`config.mk`:
```
export PLATFORM = sky130hd
export DESIGN_NAME = ltp_txd_protect
export DESIGN_NICKNAME = d
export VERILOG_FILES = /design/src/ltp_pkg.sv /design/src/ltp_txd_protect.sv
export VERILOG_INCLUDE_DIRS = /design/src
export SDC_FILE = /design/constraint.sdc
export NUM_CORES = 1
export LEC_CHECK = 0
export ABC_AREA = 1
export BUFFER_PORTS_ARGS = -buffer_cell sky130_fd_sc_hd__buf_2
export CAP_MARGIN = 30
export CORE_MARGIN = 8
export CORE_UTILIZATION = 59
export DETAILED_ROUTE_END_ITERATION = 7
export HOLD_SLACK_MARGIN = 0.12
export PLACE_DENSITY = 0.85
export SLEW_MARGIN = 15
export SYNTH_ARGS = -nofsm -noshare
export SYNTH_HDL_FRONTEND = slang
export SYNTH_SLANG_ARGS = --single-unit
```
`constraint.sdc`:
```
create_clock -name pclk -period 4.1 [get_ports pclk]
set_clock_uncertainty 0.1 [all_clocks]
set_input_delay 0 -clock pclk [delete_from_list [all_inputs] [get_ports pclk]]
set_output_delay 0 -clock pclk [all_outputs]
set_load 0.005 [all_outputs]
```
`src/ltp_defines.svh`:
```
// Constants for the transmit line protection block: register indices, fields, resets, timing.
// Assumes inclusion by bare name from the design file.
`ifndef LTP_DEFINES_SVH
`define LTP_DEFINES_SVH
`define LTP_OFF_CFG 8'hB4
`define LTP_OFF_FILT 8'hB5
`define LTP_OFF_DLY 8'hB6
`define LTP_OFF_STAT 8'hB8
`define LTP_OFF_IRQ 8'hBC
`define LTP_BIT_SLEW 0
`define LTP_BIT_OVR 1
`define LTP_BIT_FPEN 2
`define LTP_BIT_CLR_STUCK 4
`define LTP_BIT_CLR_FAULT 5
`define LTP_BIT_STUCK 2
`define LTP_BIT_FAULT 3
`define LTP_CFG_MASK 8'h07
`define LTP_FILT_RST 8'h0F
`define LTP_DLY_RST 8'h4F
`define LTP_TIMEOUT_US 10240
`define LTP_CLK_MHZ 10
`define LTP_SLOW_MHZ 4
`endif

```
`src/ltp_pkg.sv`:
```
// Types shared by the transmit line protection block.
// Assumes nothing beyond a SystemVerilog compiler.
package ltp_pkg;
    typedef logic [7:0] ltp_byte_t;
endpackage

```
`src/ltp_txd_protect.sv`:
```
// Transmit line protection: stuck-low timeout, gated and debounced short detection, APB slave.
// Assumes pclk at 10 MHz, MCU and transceiver signals asynchronous, power state from system logic.
//
// The implementer's own choice: register access over APB.
`include "ltp_defines.svh"

// Overview of operation
// Stuck-low timing runs only in the full-power state.
// The MCU never holds transmit low beyond 9 ms.
// Transmit low continuously for 10.24 ms is a timeout.
// Timeout sets latched stuck flag forcing transmit high, and interrupt flag bit 2.
// Stuck flag shows in status bit 2, survives interrupt flag read.
// Writing 1 to config bit 4 clears the stuck flag.
// Nonzero delay: gate opens after transmit low, receive high for delay ticks.
// Gate closes at once on transmit high or receive low; reopening recounts.
// Zero delay passes the short signal at all times.
// Gated short high for length plus one ticks sets interrupt flag bit 3.
// Reading the interrupt flag register clears the set bits.
// With fault protection enabled, a detected short sets latched fault flag.
// Fault flag shows in status bit 3.
// Fault flag holds until config bit 5 is written with 1.
// Override bit 1 defeats all forcing of the transmit line.
// The low-power state forces the transmit line high.
// Software keeps the override clear in normal operation.
// Config bit 0 drives the slew-rate bypass control.
// Debounce length resets to 0F.
// Gate delay resets to 4F.
// Outside full power the transmit line is forced high unless overridden.
// Transmit out is MCU transmit OR force condition, force gated by override.
// Clear strobes act one cycle and read back as zero.
module ltp_txd_protect #(
    parameter int unsigned TIMEOUT_CYC = (`LTP_TIMEOUT_US * `LTP_CLK_MHZ)
)(
    input wire logic pclk,
    input wire logic presetn,
    input wire logic psel,
    input wire logic penable,
    input wire logic pwrite,
    input wire logic [9:0] paddr,
    input wire logic [31:0] pwdata,
    output logic [31:0] prdata,
    output logic pready,
    output logic pslverr,
    input wire logic mcu_txd,
    input wire logic phy_rxd,
    input wire logic phy_short,
    input wire logic full_power_state,
    output logic phy_txd,
    output logic slew_bypass_enable
);
    ////////////////////////////////////////////////////////////////////////////////
    // Input synchronisers
    logic [1:0] txd_s_q, rxd_s_q, sht_s_q, fullpwr_s_q;
    logic txd_i, rxd_i, sht_i, fullpwr_i;

    // Two flops on every asynchronous input
    always_ff @(posedge pclk or negedge presetn)
    begin
        if (!presetn)
        begin
            txd_s_q <= 2'h3;
            rxd_s_q <= 2'h3;
            sht_s_q <= 2'h0;
            fullpwr_s_q <= 2'h0;
        end
        else
        begin
            txd_s_q <= {txd_s_q[0], mcu_txd};
            rxd_s_q <= {rxd_s_q[0], phy_rxd};
            sht_s_q <= {sht_s_q[0], phy_short};
            fullpwr_s_q <= {fullpwr_s_q[0], full_power_state};
        end
    end
    assign txd_i = txd_s_q[1];
    assign rxd_i = rxd_s_q[1];
    assign sht_i = sht_s_q[1];
    assign fullpwr_i = fullpwr_s_q[1];

    ////////////////////////////////////////////////////////////////////////////////
    // Registers and APB decode
    ltp_pkg::ltp_byte_t cfg_q, filt_q, dly_q;
    logic stuck_low_latched_q, bus_fault_latched_q;
    logic [1:0] interrupt_flags_q;
    logic wr_en, rd_en, hit;
    logic stuck_flag_clear, fault_flag_clear;
    logic stuck_evt, fault_evt;
    logic [31:0] rdata_d;
    logic [7:0] idx;
    logic aligned;

    function automatic logic is_mapped(input logic [7:0] a);
        is_mapped = (a == `LTP_OFF_CFG) || (a == `LTP_OFF_FILT) || (a == `LTP_OFF_DLY)
            || (a == `LTP_OFF_STAT) || (a == `LTP_OFF_IRQ);
    endfunction

    // Register index is the byte address over four; only whole words decode
    assign idx = paddr[9:2];
    assign aligned = (paddr[1:0] == 2'h0);

    // Zero-wait slave; unmapped addresses answer with an error
    assign pready = 1'b1;
    assign hit = aligned && is_mapped(idx);
    assign pslverr = psel && penable && !hit;
    assign wr_en = psel && penable && pwrite && hit;
    assign rd_en = psel && penable && !pwrite && hit;
    assign stuck_flag_clear = wr_en && (idx == `LTP_OFF_CFG)
        && pwdata[`LTP_BIT_CLR_STUCK];
    assign fault_flag_clear = wr_en && (idx == `LTP_OFF_CFG)
        && pwdata[`LTP_BIT_CLR_FAULT];

    // Configuration registers
    always_ff @(posedge pclk or negedge presetn)
    begin
        if (!presetn)
        begin
            cfg_q <= 8'h00;
            filt_q <= `LTP_FILT_RST;
            dly_q <= `LTP_DLY_RST;
        end
        else if (wr_en)
        begin
            if (idx == `LTP_OFF_CFG)
                cfg_q <= pwdata[7:0] & `LTP_CFG_MASK;
            if (idx == `LTP_OFF_FILT)
                filt_q <= pwdata[7:0];
            if (idx == `LTP_OFF_DLY)
                dly_q <= pwdata[7:0];
        end
    end
    assign slew_bypass_enable = cfg_q[`LTP_BIT_SLEW];

    // Read mux; strobes, unmapped and unaligned addresses read as zero
    always_comb
    begin
        rdata_d = 32'h0000_0000;
        if (hit)
        begin
            unique case (idx)
                `LTP_OFF_CFG: rdata_d[7:0] = cfg_q;
                `LTP_OFF_FILT: rdata_d[7:0] = filt_q;
                `LTP_OFF_DLY: rdata_d[7:0] = dly_q;
                `LTP_OFF_STAT:
                begin
                    rdata_d[`LTP_BIT_STUCK] = stuck_low_latched_q;
                    rdata_d[`LTP_BIT_FAULT] = bus_fault_latched_q;
                end
                `LTP_OFF_IRQ:
                begin
                    rdata_d[`LTP_BIT_STUCK] = interrupt_flags_q[0];
                    rdata_d[`LTP_BIT_FAULT] = interrupt_flags_q[1];
                end
                default: rdata_d = 32'h0000_0000;
            endcase
        end
    end
    assign prdata = rdata_d;

    ////////////////////////////////////////////////////////////////////////////////
    // Stuck-low timeout
    logic [$clog2(TIMEOUT_CYC+1)-1:0] to_cnt_q;

    // Counts while transmit low in full power; fires once at the limit
    always_ff @(posedge pclk or negedge presetn)
    begin
        if (!presetn)
            to_cnt_q <= '0;
        else if (!fullpwr_i || txd_i)
            to_cnt_q <= '0;
        else if (to_cnt_q != TIMEOUT_CYC[$bits(to_cnt_q)-1:0])
            to_cnt_q <= to_cnt_q + 1'b1;
    end
    assign stuck_evt = fullpwr_i && !txd_i
        && (to_cnt_q == TIMEOUT_CYC[$bits(to_cnt_q)-1:0] - 1'b1);

    ////////////////////////////////////////////////////////////////////////////////
    // 4 MHz tick, phase accumulator on the 10 MHz clock, ticks alternately 2 and 3 cycles apart
    logic [3:0] acc_q;
    logic tick;
    logic [4:0] acc_sum;
    assign acc_sum = {1'b0, acc_q} + 5'(`LTP_SLOW_MHZ);
    assign tick = acc_sum >= 5'(`LTP_CLK_MHZ);

    always_ff @(posedge pclk or negedge presetn)
    begin
        if (!presetn)
            acc_q <= 4'h0;
        else if (tick)
            acc_q <= 4'(acc_sum - 5'(`LTP_CLK_MHZ));
        else
            acc_q <= acc_sum[3:0];
    end

    ////////////////////////////////////////////////////////////////////////////////
    // Short gate and debounce
    logic [7:0] gate_cnt_q;
    logic [8:0] deb_cnt_q;
    logic gate_open, gated_short, gate_prime;

    // Counts while transmit low and receive high; any break restarts
    assign gate_prime = !phy_txd && rxd_i;
    always_ff @(posedge pclk or negedge presetn)
    begin
        if (!presetn)
            gate_cnt_q <= 8'h00;
        else if (!gate_prime)
            gate_cnt_q <= 8'h00;
        else if (tick && gate_cnt_q != dly_q)
            gate_cnt_q <= gate_cnt_q + 8'h01;
    end
    assign gate_open = (dly_q == 8'h00) || (gate_prime && gate_cnt_q == dly_q);
    assign gated_short = sht_i && gate_open;

    // High-time counter, saturates after firing
    always_ff @(posedge pclk or negedge presetn)
    begin
        if (!presetn)
            deb_cnt_q <= 9'h000;
        else if (!gated_short)
            deb_cnt_q <= 9'h000;
        else if (tick && deb_cnt_q <= {1'b0, filt_q})
            deb_cnt_q <= deb_cnt_q + 9'h001;
    end
    assign fault_evt = tick && gated_short && deb_cnt_q == {1'b0, filt_q};

    ////////////////////////////////////////////////////////////////////////////////
    // Flags; a new event wins over a clear
    always_ff @(posedge pclk or negedge presetn)
    begin
        if (!presetn)
            stuck_low_latched_q <= 1'b0;
        else if (stuck_evt)
            stuck_low_latched_q <= 1'b1;
        else if (stuck_flag_clear)
            stuck_low_latched_q <= 1'b0;
    end

    always_ff @(posedge pclk or negedge presetn)
    begin
        if (!presetn)
            bus_fault_latched_q <= 1'b0;
        else if (fault_evt && cfg_q[`LTP_BIT_FPEN])
            bus_fault_latched_q <= 1'b1;
        else if (fault_flag_clear)
            bus_fault_latched_q <= 1'b0;
    end

    // Interrupt flags clear on read, set wins
    always_ff @(posedge pclk or negedge presetn)
    begin
        if (!presetn)
            interrupt_flags_q <= 2'h0;
        else
        begin
            if (stuck_evt)
                interrupt_flags_q[0] <= 1'b1;
            else if (rd_en && idx == `LTP_OFF_IRQ)
                interrupt_flags_q[0] <= 1'b0;
            if (fault_evt)
                interrupt_flags_q[1] <= 1'b1;
            else if (rd_en && idx == `LTP_OFF_IRQ)
                interrupt_flags_q[1] <= 1'b0;
        end
    end

    ////////////////////////////////////////////////////////////////////////////////
    // Transmit output, registered
    logic force_hi;
    assign force_hi = (stuck_low_latched_q || bus_fault_latched_q || !fullpwr_i)
        && !cfg_q[`LTP_BIT_OVR];
    always_ff @(posedge pclk or negedge presetn)
    begin
        if (!presetn)
            phy_txd <= 1'b1;
        else
            phy_txd <= txd_i || force_hi;
    end

    ////////////////////////////////////////////////////////////////////////////////
    // Checks
    stuck_forces_a: assert property (@(posedge pclk) disable iff (!presetn)
        stuck_low_latched_q && !cfg_q[`LTP_BIT_OVR] |=> phy_txd)
        else $error("stuck flag did not force transmit high");
    lowpower_forces_a: assert property (@(posedge pclk) disable iff (!presetn)
        !fullpwr_i && !cfg_q[`LTP_BIT_OVR] |=> phy_txd)
        else $error("low power did not force transmit high");
    override_pass_a: assert property (@(posedge pclk) disable iff (!presetn)
        cfg_q[`LTP_BIT_OVR] |=> phy_txd == $past(txd_i))
        else $error("override did not pass transmit");
    txd_follow_a: assert property (@(posedge pclk) disable iff (!presetn)
        !force_hi |=> phy_txd == $past(txd_i))
        else $error("unforced transmit did not follow input");
    stuck_clear_a: assert property (@(posedge pclk) disable iff (!presetn)
        stuck_flag_clear && !stuck_evt |=> !stuck_low_latched_q)
        else $error("stuck flag not cleared");
    timeout_once_a: assert property (@(posedge pclk) disable iff (!presetn)
        stuck_evt |=> !stuck_evt)
        else $error("timeout fired twice in a row");
    fault_hold_a: assert property (@(posedge pclk) disable iff (!presetn)
        bus_fault_latched_q && !fault_flag_clear |=> bus_fault_latched_q)
        else $error("fault flag dropped without clear");
    fault_needs_enable_a: assert property (@(posedge pclk) disable iff (!presetn)
        $rose(bus_fault_latched_q) |-> $past(cfg_q[`LTP_BIT_FPEN]))
        else $error("fault flag set while protection disabled");
    fault_sets_latch_a: assert property (@(posedge pclk) disable iff (!presetn)
        fault_evt && cfg_q[`LTP_BIT_FPEN] |=> bus_fault_latched_q)
        else $error("detected short did not set fault flag");
    gate_closes_a: assert property (@(posedge pclk) disable iff (!presetn)
        dly_q != 8'h00 && (phy_txd || !rxd_i) |-> !gate_open)
        else $error("gate open with transmit high or receive low");
    zero_delay_a: assert property (@(posedge pclk) disable iff (!presetn)
        dly_q == 8'h00 |-> gated_short == sht_i)
        else $error("zero delay gate not transparent");
    tick_spacing_a: assert property (@(posedge pclk) disable iff (!presetn)
        tick |=> !tick)
        else $error("slow tick pulses back to back");
    short_sets_irq_a: assert property (@(posedge pclk) disable iff (!presetn)
        fault_evt |=> interrupt_flags_q[1])
        else $error("short did not set interrupt flag");
    irq_read_clear_a: assert property (@(posedge pclk) disable iff (!presetn)
        rd_en && idx == `LTP_OFF_IRQ && !stuck_evt && !fault_evt
        |=> interrupt_flags_q == 2'h0)
        else $error("interrupt flags not cleared by read");
    stuck_sets_irq_a: assert property (@(posedge pclk) disable iff (!presetn)
        stuck_evt |=> interrupt_flags_q[0] && stuck_low_latched_q)
        else $error("timeout did not set flags");
    stuck_fullpwr_a: assert property (@(posedge pclk) disable iff (!presetn)
        !fullpwr_i |-> !stuck_evt)
        else $error("timeout outside full power");
    slew_out_a: assert property (@(posedge pclk) disable iff (!presetn)
        wr_en && idx == `LTP_OFF_CFG |=> slew_bypass_enable == $past(pwdata[`LTP_BIT_SLEW]))
        else $error("slew bypass did not take written value");
    strobe_zero_a: assert property (@(posedge pclk) disable iff (!presetn)
        rd_en && idx == `LTP_OFF_CFG |-> prdata[`LTP_BIT_CLR_FAULT:`LTP_BIT_CLR_STUCK] == 2'h0)
        else $error("strobe bits read back nonzero");

    timeout_c: cover property (@(posedge pclk) disable iff (!presetn) stuck_evt);
    fault_c: cover property (@(posedge pclk) disable iff (!presetn)
        fault_evt && cfg_q[`LTP_BIT_FPEN]);
    gate_c: cover property (@(posedge pclk) disable iff (!presetn)
        dly_q != 8'h00 && gate_open);
    override_c: cover property (@(posedge pclk) disable iff (!presetn)
        cfg_q[`LTP_BIT_OVR] && stuck_low_latched_q);
    fault_clear_c: cover property (@(posedge pclk) disable iff (!presetn)
        fault_flag_clear && bus_fault_latched_q);
endmodule

```
==> results of run 1 <==
## placed cells by master, fill, tap and decap left out, types with 22 or more instances in the layout
cell type      instances
a21oi_1               28
conb_1                25
nor2_1                37
o21ai_0               35
nand2_1              121
inv_1                 79
dfrtp_1               55
dlygate4sd3_1         22
buf_2                 37
nand3_1               23
## worst paths after layout
| path | slack (ps) | startpoint | cells after the start | endpoint |
|---|---|---|---|---|
| max in group asynchronous | 2780 | presetn | 3 | filt_q[0] |
| worst min-delay path | 140 | presetn | 2 | gate_cnt_q[4] |
| min in group pclk | 180 | paddr[2] | 6 | dly_q[3] |
| worst min register to register | 250 | fullpwr_s_q[0] | 0 | fullpwr_s_q[1] |
| worst max-delay path | 1590 | paddr[0] | 12 | dly_q[4] |
| worst max register to register | 1740 | acc_q[1] | 10 | deb_cnt_q[2] |
## cell families after synthesis
group,count (synthesis),synth area share [%]
adders and majority gates,16,5.12
and+or+nand+nor,229,25.8
AOI/OAI and AO/OA,83,11.3
buffers and inverters,109,13.0
other,2,0.185
xor gates and xnor gates,7,1.51
DFF,69,43.0
## what timing repair did
action | CTS | global route
setup buffers | 0 | 0
hold buffers | 22 | 0
hold endpoints to repair | 59 | 0
## area by class of cell
| cell class | count | area (sq um) | share of cell area (%) |
|---|---|---|---|
| inverter | 83 | 319 | 6.87 |
| clock buffer | 11 | 141 | 3.04 |
| timing repair buffer | 60 | 413 | 8.89 |
| clock inverter | 5 | 60.1 | 1.29 |
| multi-input combinational | 360 | 1870 | 40.2 |
| tap | 80 | 100 | 2.15 |
| sequential | 69 | 1740 | 37.5 |
## flip-flops by register name (all words and copies together), names as in the netlist
register             cells
gate_cnt_q               8
to_cnt_q                17
dly_q                    8
cfg_q                    3
rxd_s_q                  2
bus_fault_latched_q      1
txd_s_q                  2
deb_cnt_q                9
acc_q                    3
fullpwr_s_q              2
interrupt_flags_q        2
stuck_low_latched_q      1
phy_txd                  1
sht_s_q                  2
filt_q                   8
## metrics by stage
| stage | hold WS, ps | setup slack [ps] | area [sq um] |
|---|---|---|---|
| final | 140 | 1590 | 4650 |
| after global routing | 192 | 1470 | 4650 |
| after CTS | 144 | 1610 | 4650 |
| after detailed placement | 5.89 | 1740 | 4230 |
| after global placement | 3.11 | 1840 | 4230 |
| after floorplan | -396 | 2180 | 4140 |
## per-layer routing
| layer | GRT usage, % | vias up |
|---|---|---|
| li1 | - | 1741 |
| met1 | 23.4 | 1642 |
| met2 | 34.6 | 113 |
| met3 | 4.44 | 30 |
| met4 | 11.3 | 0 |
| met5 | 0 | - |
## critical path: stages
cell           delay, ps
dlygate4sd3_1        530
buf_2                110
nor2_1                70
dlygate4sd3_1        600
nand2_4              130
inv_6                110
nand2_8               70
nor2_8               150
dlygate4sd3_1        680
inv_4                 80
nand2_1               60
o21ai_1               60
## power groups by stage
stage	combinational, mW	sequential [mW]	clock [mW]
finish	0.0705	0.689	0.566
global route	0.0796	0.690	0.594
CTS	0.0695	0.689	0.575
detailed placement	0.0546	0.702	0
global placement	0.0538	0.702	0
floorplan	0.0371	0.702	0
==> metrics, run 1 <==
metal1 wirelength 3930 um; Design Power 1.33 mW; crit path capture type flop; combinational fraction of design power 5.3%; top cells by count, synth nand2_1, inv_1, dfrtp_1, nor2_1, o21ai_0; Num CTS Buffers 9; Die Ht 98.9 um; outcome finished, final reports clean; ys async rst share 100%; post-synth top area share 34.0%; CTS max path bufs 2; kind of start point of the critical path input pin; Core Rows 30; vias in the first global route 3,598; wire length on met2 4630 um; Worst slew margin 50.3%; hpwl dp 6870 um; Antenna Cells 0; Max-Cap Viols 0; final cell count without fillers 668; LEAKAGE 2.26 nW; CTS resizes 0; met3 WL 566 um; clock latency at the later pin of the worst-skew pair 350 ps; die width 98.9 um; largest net degree at the start of global routing 38; Setup TNS Final 0 ps; syn_area_per_cell 7.87 sq um; sequential fraction of the synthesis area 43.0%; Final Max Tran Viols 0; Finished Core Util 69.2%; Max Fanout on Critical Path 9; Yosys Warn Count 0; GRT Overall Usage 20.4%; Initial Utilization 60.3%; top layer in use met4; switch share 23.6%; Final Setup Violations 0; most common cell in the netlist nand2_1; Final ANT Viol Nets 0; Max IR drop VDD 213 uV; Int Pwr 1.01 mW; worst path required time 4240 ps; area delta synth->final 14.6%; Syn Std Cell Area 0.00405 sq mm; IO Pins 87; first-pass GRT wire length 16,300 um; cell count after placement 630; DR iter-0 viols 190; DRC violations left 0; initial antenna violation count 0; DRT Wirelength 9410 um; # clock sinks 69; Seq cells post-synth 69; Post-synth EDFFs 0; Congestion Overflow GR 0; synth unique cells 40; number of vias per cell 5.28; Die ar. 0.00978 sq mm; WP data arrival 2650 ps; gate count of the mapped netlist 515; layout cells sized above 1 15.1%; Fillers 536; RSZ-0062 raised after global routing false; PortBufs 37; worst-margin pin slew 746 ps; DR pass1 iterations 4; Setup CP Type input pin to flop; fin crit share 61.2%; TritonCTS clock tree yes; Synth Flop Type dfrtp_1; Clk pin slew, worst setup/hold paths 80 ps; pwr/cell area 285 mW/mm^2; NetSw 0.313 mW; detailed-route wire length per cell 14.1 um; Flop pwr share 52.0%; Routability Congestion 0.931; core area 0.00672 sq mm; final critical-path required period 2510 ps; H-tree lvl count 3; fin nets 650; Fmax 0.398 GHz; Synth area leaders dfrtp_1, nand2_1, dfstp_2; Tightest Hold Check Type input pin to asynchronous set/reset pin; via count 3,526; post-synth top area cell dfrtp_1; final-report hold violation count 0; Clk pwr share 42.7%; clock root cell clkbuf_8
Note: power is estimated with default switching activity, not from simulation.
==> inputs of run 2 (changes only) <==
--- a/config.mk
+++ b/config.mk
@@ -10,10 +10,10 @@
 export BUFFER_PORTS_ARGS = -buffer_cell sky130_fd_sc_hd__buf_2
 export CAP_MARGIN = 30
 export CORE_MARGIN = 8
-export CORE_UTILIZATION = 59
+export CORE_UTILIZATION = 55
 export DETAILED_ROUTE_END_ITERATION = 7
 export HOLD_SLACK_MARGIN = 0.12
-export PLACE_DENSITY = 0.85
+export PLACE_DENSITY = 0.8
 export SLEW_MARGIN = 15
 export SYNTH_ARGS = -nofsm -noshare
 export SYNTH_HDL_FRONTEND = slang
==> constraint.sdc (replaced) <==
create_clock -name pclk -period 2.6 [get_ports pclk]
set_clock_uncertainty 0.1 [all_clocks]
set_input_delay 0 -clock pclk [delete_from_list [all_inputs] [get_ports pclk]]
set_output_delay 0 -clock pclk [all_outputs]
set_load 0.005 [all_outputs]
==> run 2 against run 1 <==
First-iteration DRC count decreased by 7.9%. Cell count increased by 4.3%. Utilization decreased by 3.3 points. Register-to-register slack got worse by 1500 ps. Power increased by 50%. Count of clock-buffer cells in the layout increased by 3. Critical path depth decreased by 1. Critical path type unchanged. Critical endpoint is now filt_q[6]. Largest cell class unchanged.
==> metrics, run 2 (synthesized netlist as in run 1, its figures left out) <==
outcome finished, final reports clean; DRC violations left 0 (unchanged); Routability Congestion 0.895 (-3.9%); Final Max Tran Viols 0 (unchanged); sequential standard cell area 0.00174 sq mm (unchanged); H-tree lvl count 3 (unchanged); hpwl dp 6930 um (+0.90%); DR iter-0 viols 175 (-7.9%); max reg flops 17 (unchanged); LEAKAGE 2.29 nW (+1.0%); area of the multi-input gates 0.00187 sq mm (unchanged); Crit. Startpoint paddr[1]; Final ANT Viol Nets 0 (unchanged); Num CTS Buffers 9 (unchanged); Max Fanout on Critical Path 15 (+6); die width 102 um (+3.0%); Antenna Cells 0 (unchanged); Post CTS Setup Buffer Count 0 (unchanged); Setup TNS Final 0 ps (unchanged); Reg with most FFs to_cnt_q; final critical-path required period 2460 ps; PortBufs 37 (unchanged); most used cells in the layout excluding fill and tap cells nand2_1, inv_1, dfrtp_1, nor2_1, buf_2; final-report hold violation count 0 (unchanged); fin nets 660 (+1.5%); Reg2Reg Setup Slack 270 ps (-1470 ps); hold slack 157 ps (+17.0 ps); Fmax 0.407 GHz; core area 0.00721 sq mm (+7.4%); kind of start point of the critical path input pin; CTS resizes 0 (unchanged); Core Rows 31 (+3.3%); Die ar. 0.0104 sq mm (+6.1%); DR pass1 iterations 5 (+1); Final Setup Violations 0 (unchanged); Setup CP Type input pin to flop; fin crit share 94.5%; Die Ht 102 um (+3.0%); initial antenna violation count 0 (unchanged); Max-Cap Viols 0 (unchanged); GRT Overall Usage 19.6% (-0.79 points); # clock sinks 69 (unchanged); CTS max path bufs 2 (unchanged); crit path capture type flop; hold_buf cts 31 (+41%); Tightest Hold Check Type input pin to flop; IO Pins 87 (unchanged); worst path required time 2790 ps (-1450 ps); clock latency at the later pin of the worst-skew pair 350 ps (about the same); Initial Utilization 56.2% (-4.1 points); number of vias per cell 5.12 (-2.9%); layout cells sized above 1 14.7% (-0.42 points); clock root cell clkbuf_8; worst reg2reg path startpoint acc_q[1]; WP data arrival 2650 ps (about the same); Fillers 622 (+16%); worst hold start paddr[2]; largest net degree at the start of global routing 44 (+16%); TritonCTS clock tree yes; vias in the first global route 3,595 (-0.083%); Clk pin slew, worst setup/hold paths 80 ps (about the same); Max IR drop VDD 340 uV (+60%); detailed-route wire length per cell 13.5 um (-4.0%); Regs by FF count to_cnt_q (17), deb_cnt_q (9); Finished Core Util 65.9% (-3.3 points); worst-margin pin slew 664 ps (-81.9 ps); via count 3,571 (+1.3%); Worst slew margin 55.7% (+5.5 points); area delta synth->final 17.2%; pwr/cell area 420 mW/mm^2 (+47%); Congestion Overflow GR 0 (unchanged); DRT Wirelength 9420 um (+0.17%); first-pass GRT wire length 16,000 um (-1.7%); most common cell after layout, fill and taps aside nand2_1; RSZ-0062 raised after global routing false
-- run 2: cell count changes in the layout (fill, tap and decap cells not counted), sizes merged --
cell         previous run  this run
dlygate4sd3            22        31
bufinv                  1         0
clkbuf                 11        14
clkinvlp                1         0
clkinv                  4         3
buf                    38        39
-- run 2: layout make-up --
| type | instances | share of cell area [%] |
|---|---|---|
| Clock buffer | 14 | 3.42 |
| Sequential cell | 69 | 36.7 |
| Timing Repair Buffer | 70 | 11.0 |
| Multi-Input combinational cell | 360 | 39.3 |
| Tap cell | 99 | 2.61 |
| Inverter | 83 | 6.71 |
| Clock inverter | 2 | 0.211 |
-- run 2: routing by layer --
metal / GRT usage, % / wire length [um] / up-vias
li1: - / - / 1761
met1: 21.7 / 3860 / 1671
met2: 34.4 / 4760 / 114
met3: 5.38 / 574 / 25
met4: 8.92 / 234 / 0
met5: 0 / 0 / -
-- run 2: final timing paths --
kind | depth (start not counted) | endpoint
setup / recovery | 11 | filt_q[6]
hold / removal | 6 | dly_q[5]
setup reg to reg | 12 | gate_cnt_q[7]
min in group asynchronous | 3 | filt_q[4]
hold reg to reg | 0 | rxd_s_q[1]
max in group asynchronous | 4 | gate_cnt_q[6]
-- run 2: metrics by stage --
stage / setup slack (ps) / power, mW / std cells / area [sq um]
global placement: 350 / 1.20 / 650 / 4270
detailed placement: 266 / 1.20 / 650 / 4270
CTS: 191 / 2.00 / 697 / 4750
floorplan: 680 / 1.16 / 538 / 4140
finish: 144 / 1.99 / 697 / 4750
global route: 24.2 / 2.07 / 697 / 4750
-- run 2: where the power goes --
| group | leakage [nW] | internal [mW] | switching, mW |
|---|---|---|---|
| Combinational | 1.35 | 0.0461 | 0.0691 |
| Sequential | 0.843 | 1.08 | 0.00374 |
| Clock | 0.0905 | 0.397 | 0.395 |
-- run 2: worst max-delay path, cell delays in order --
cell           delay [ps]
dlygate4sd3_1         530
buf_2                 120
nor2_1                170
nand2_4               140
inv_6                 110
nand2_8                70
nor2_8                230
nand2_2                70
dlygate4sd3_1         580
o21ai_2                60
dlygate4sd3_1         550
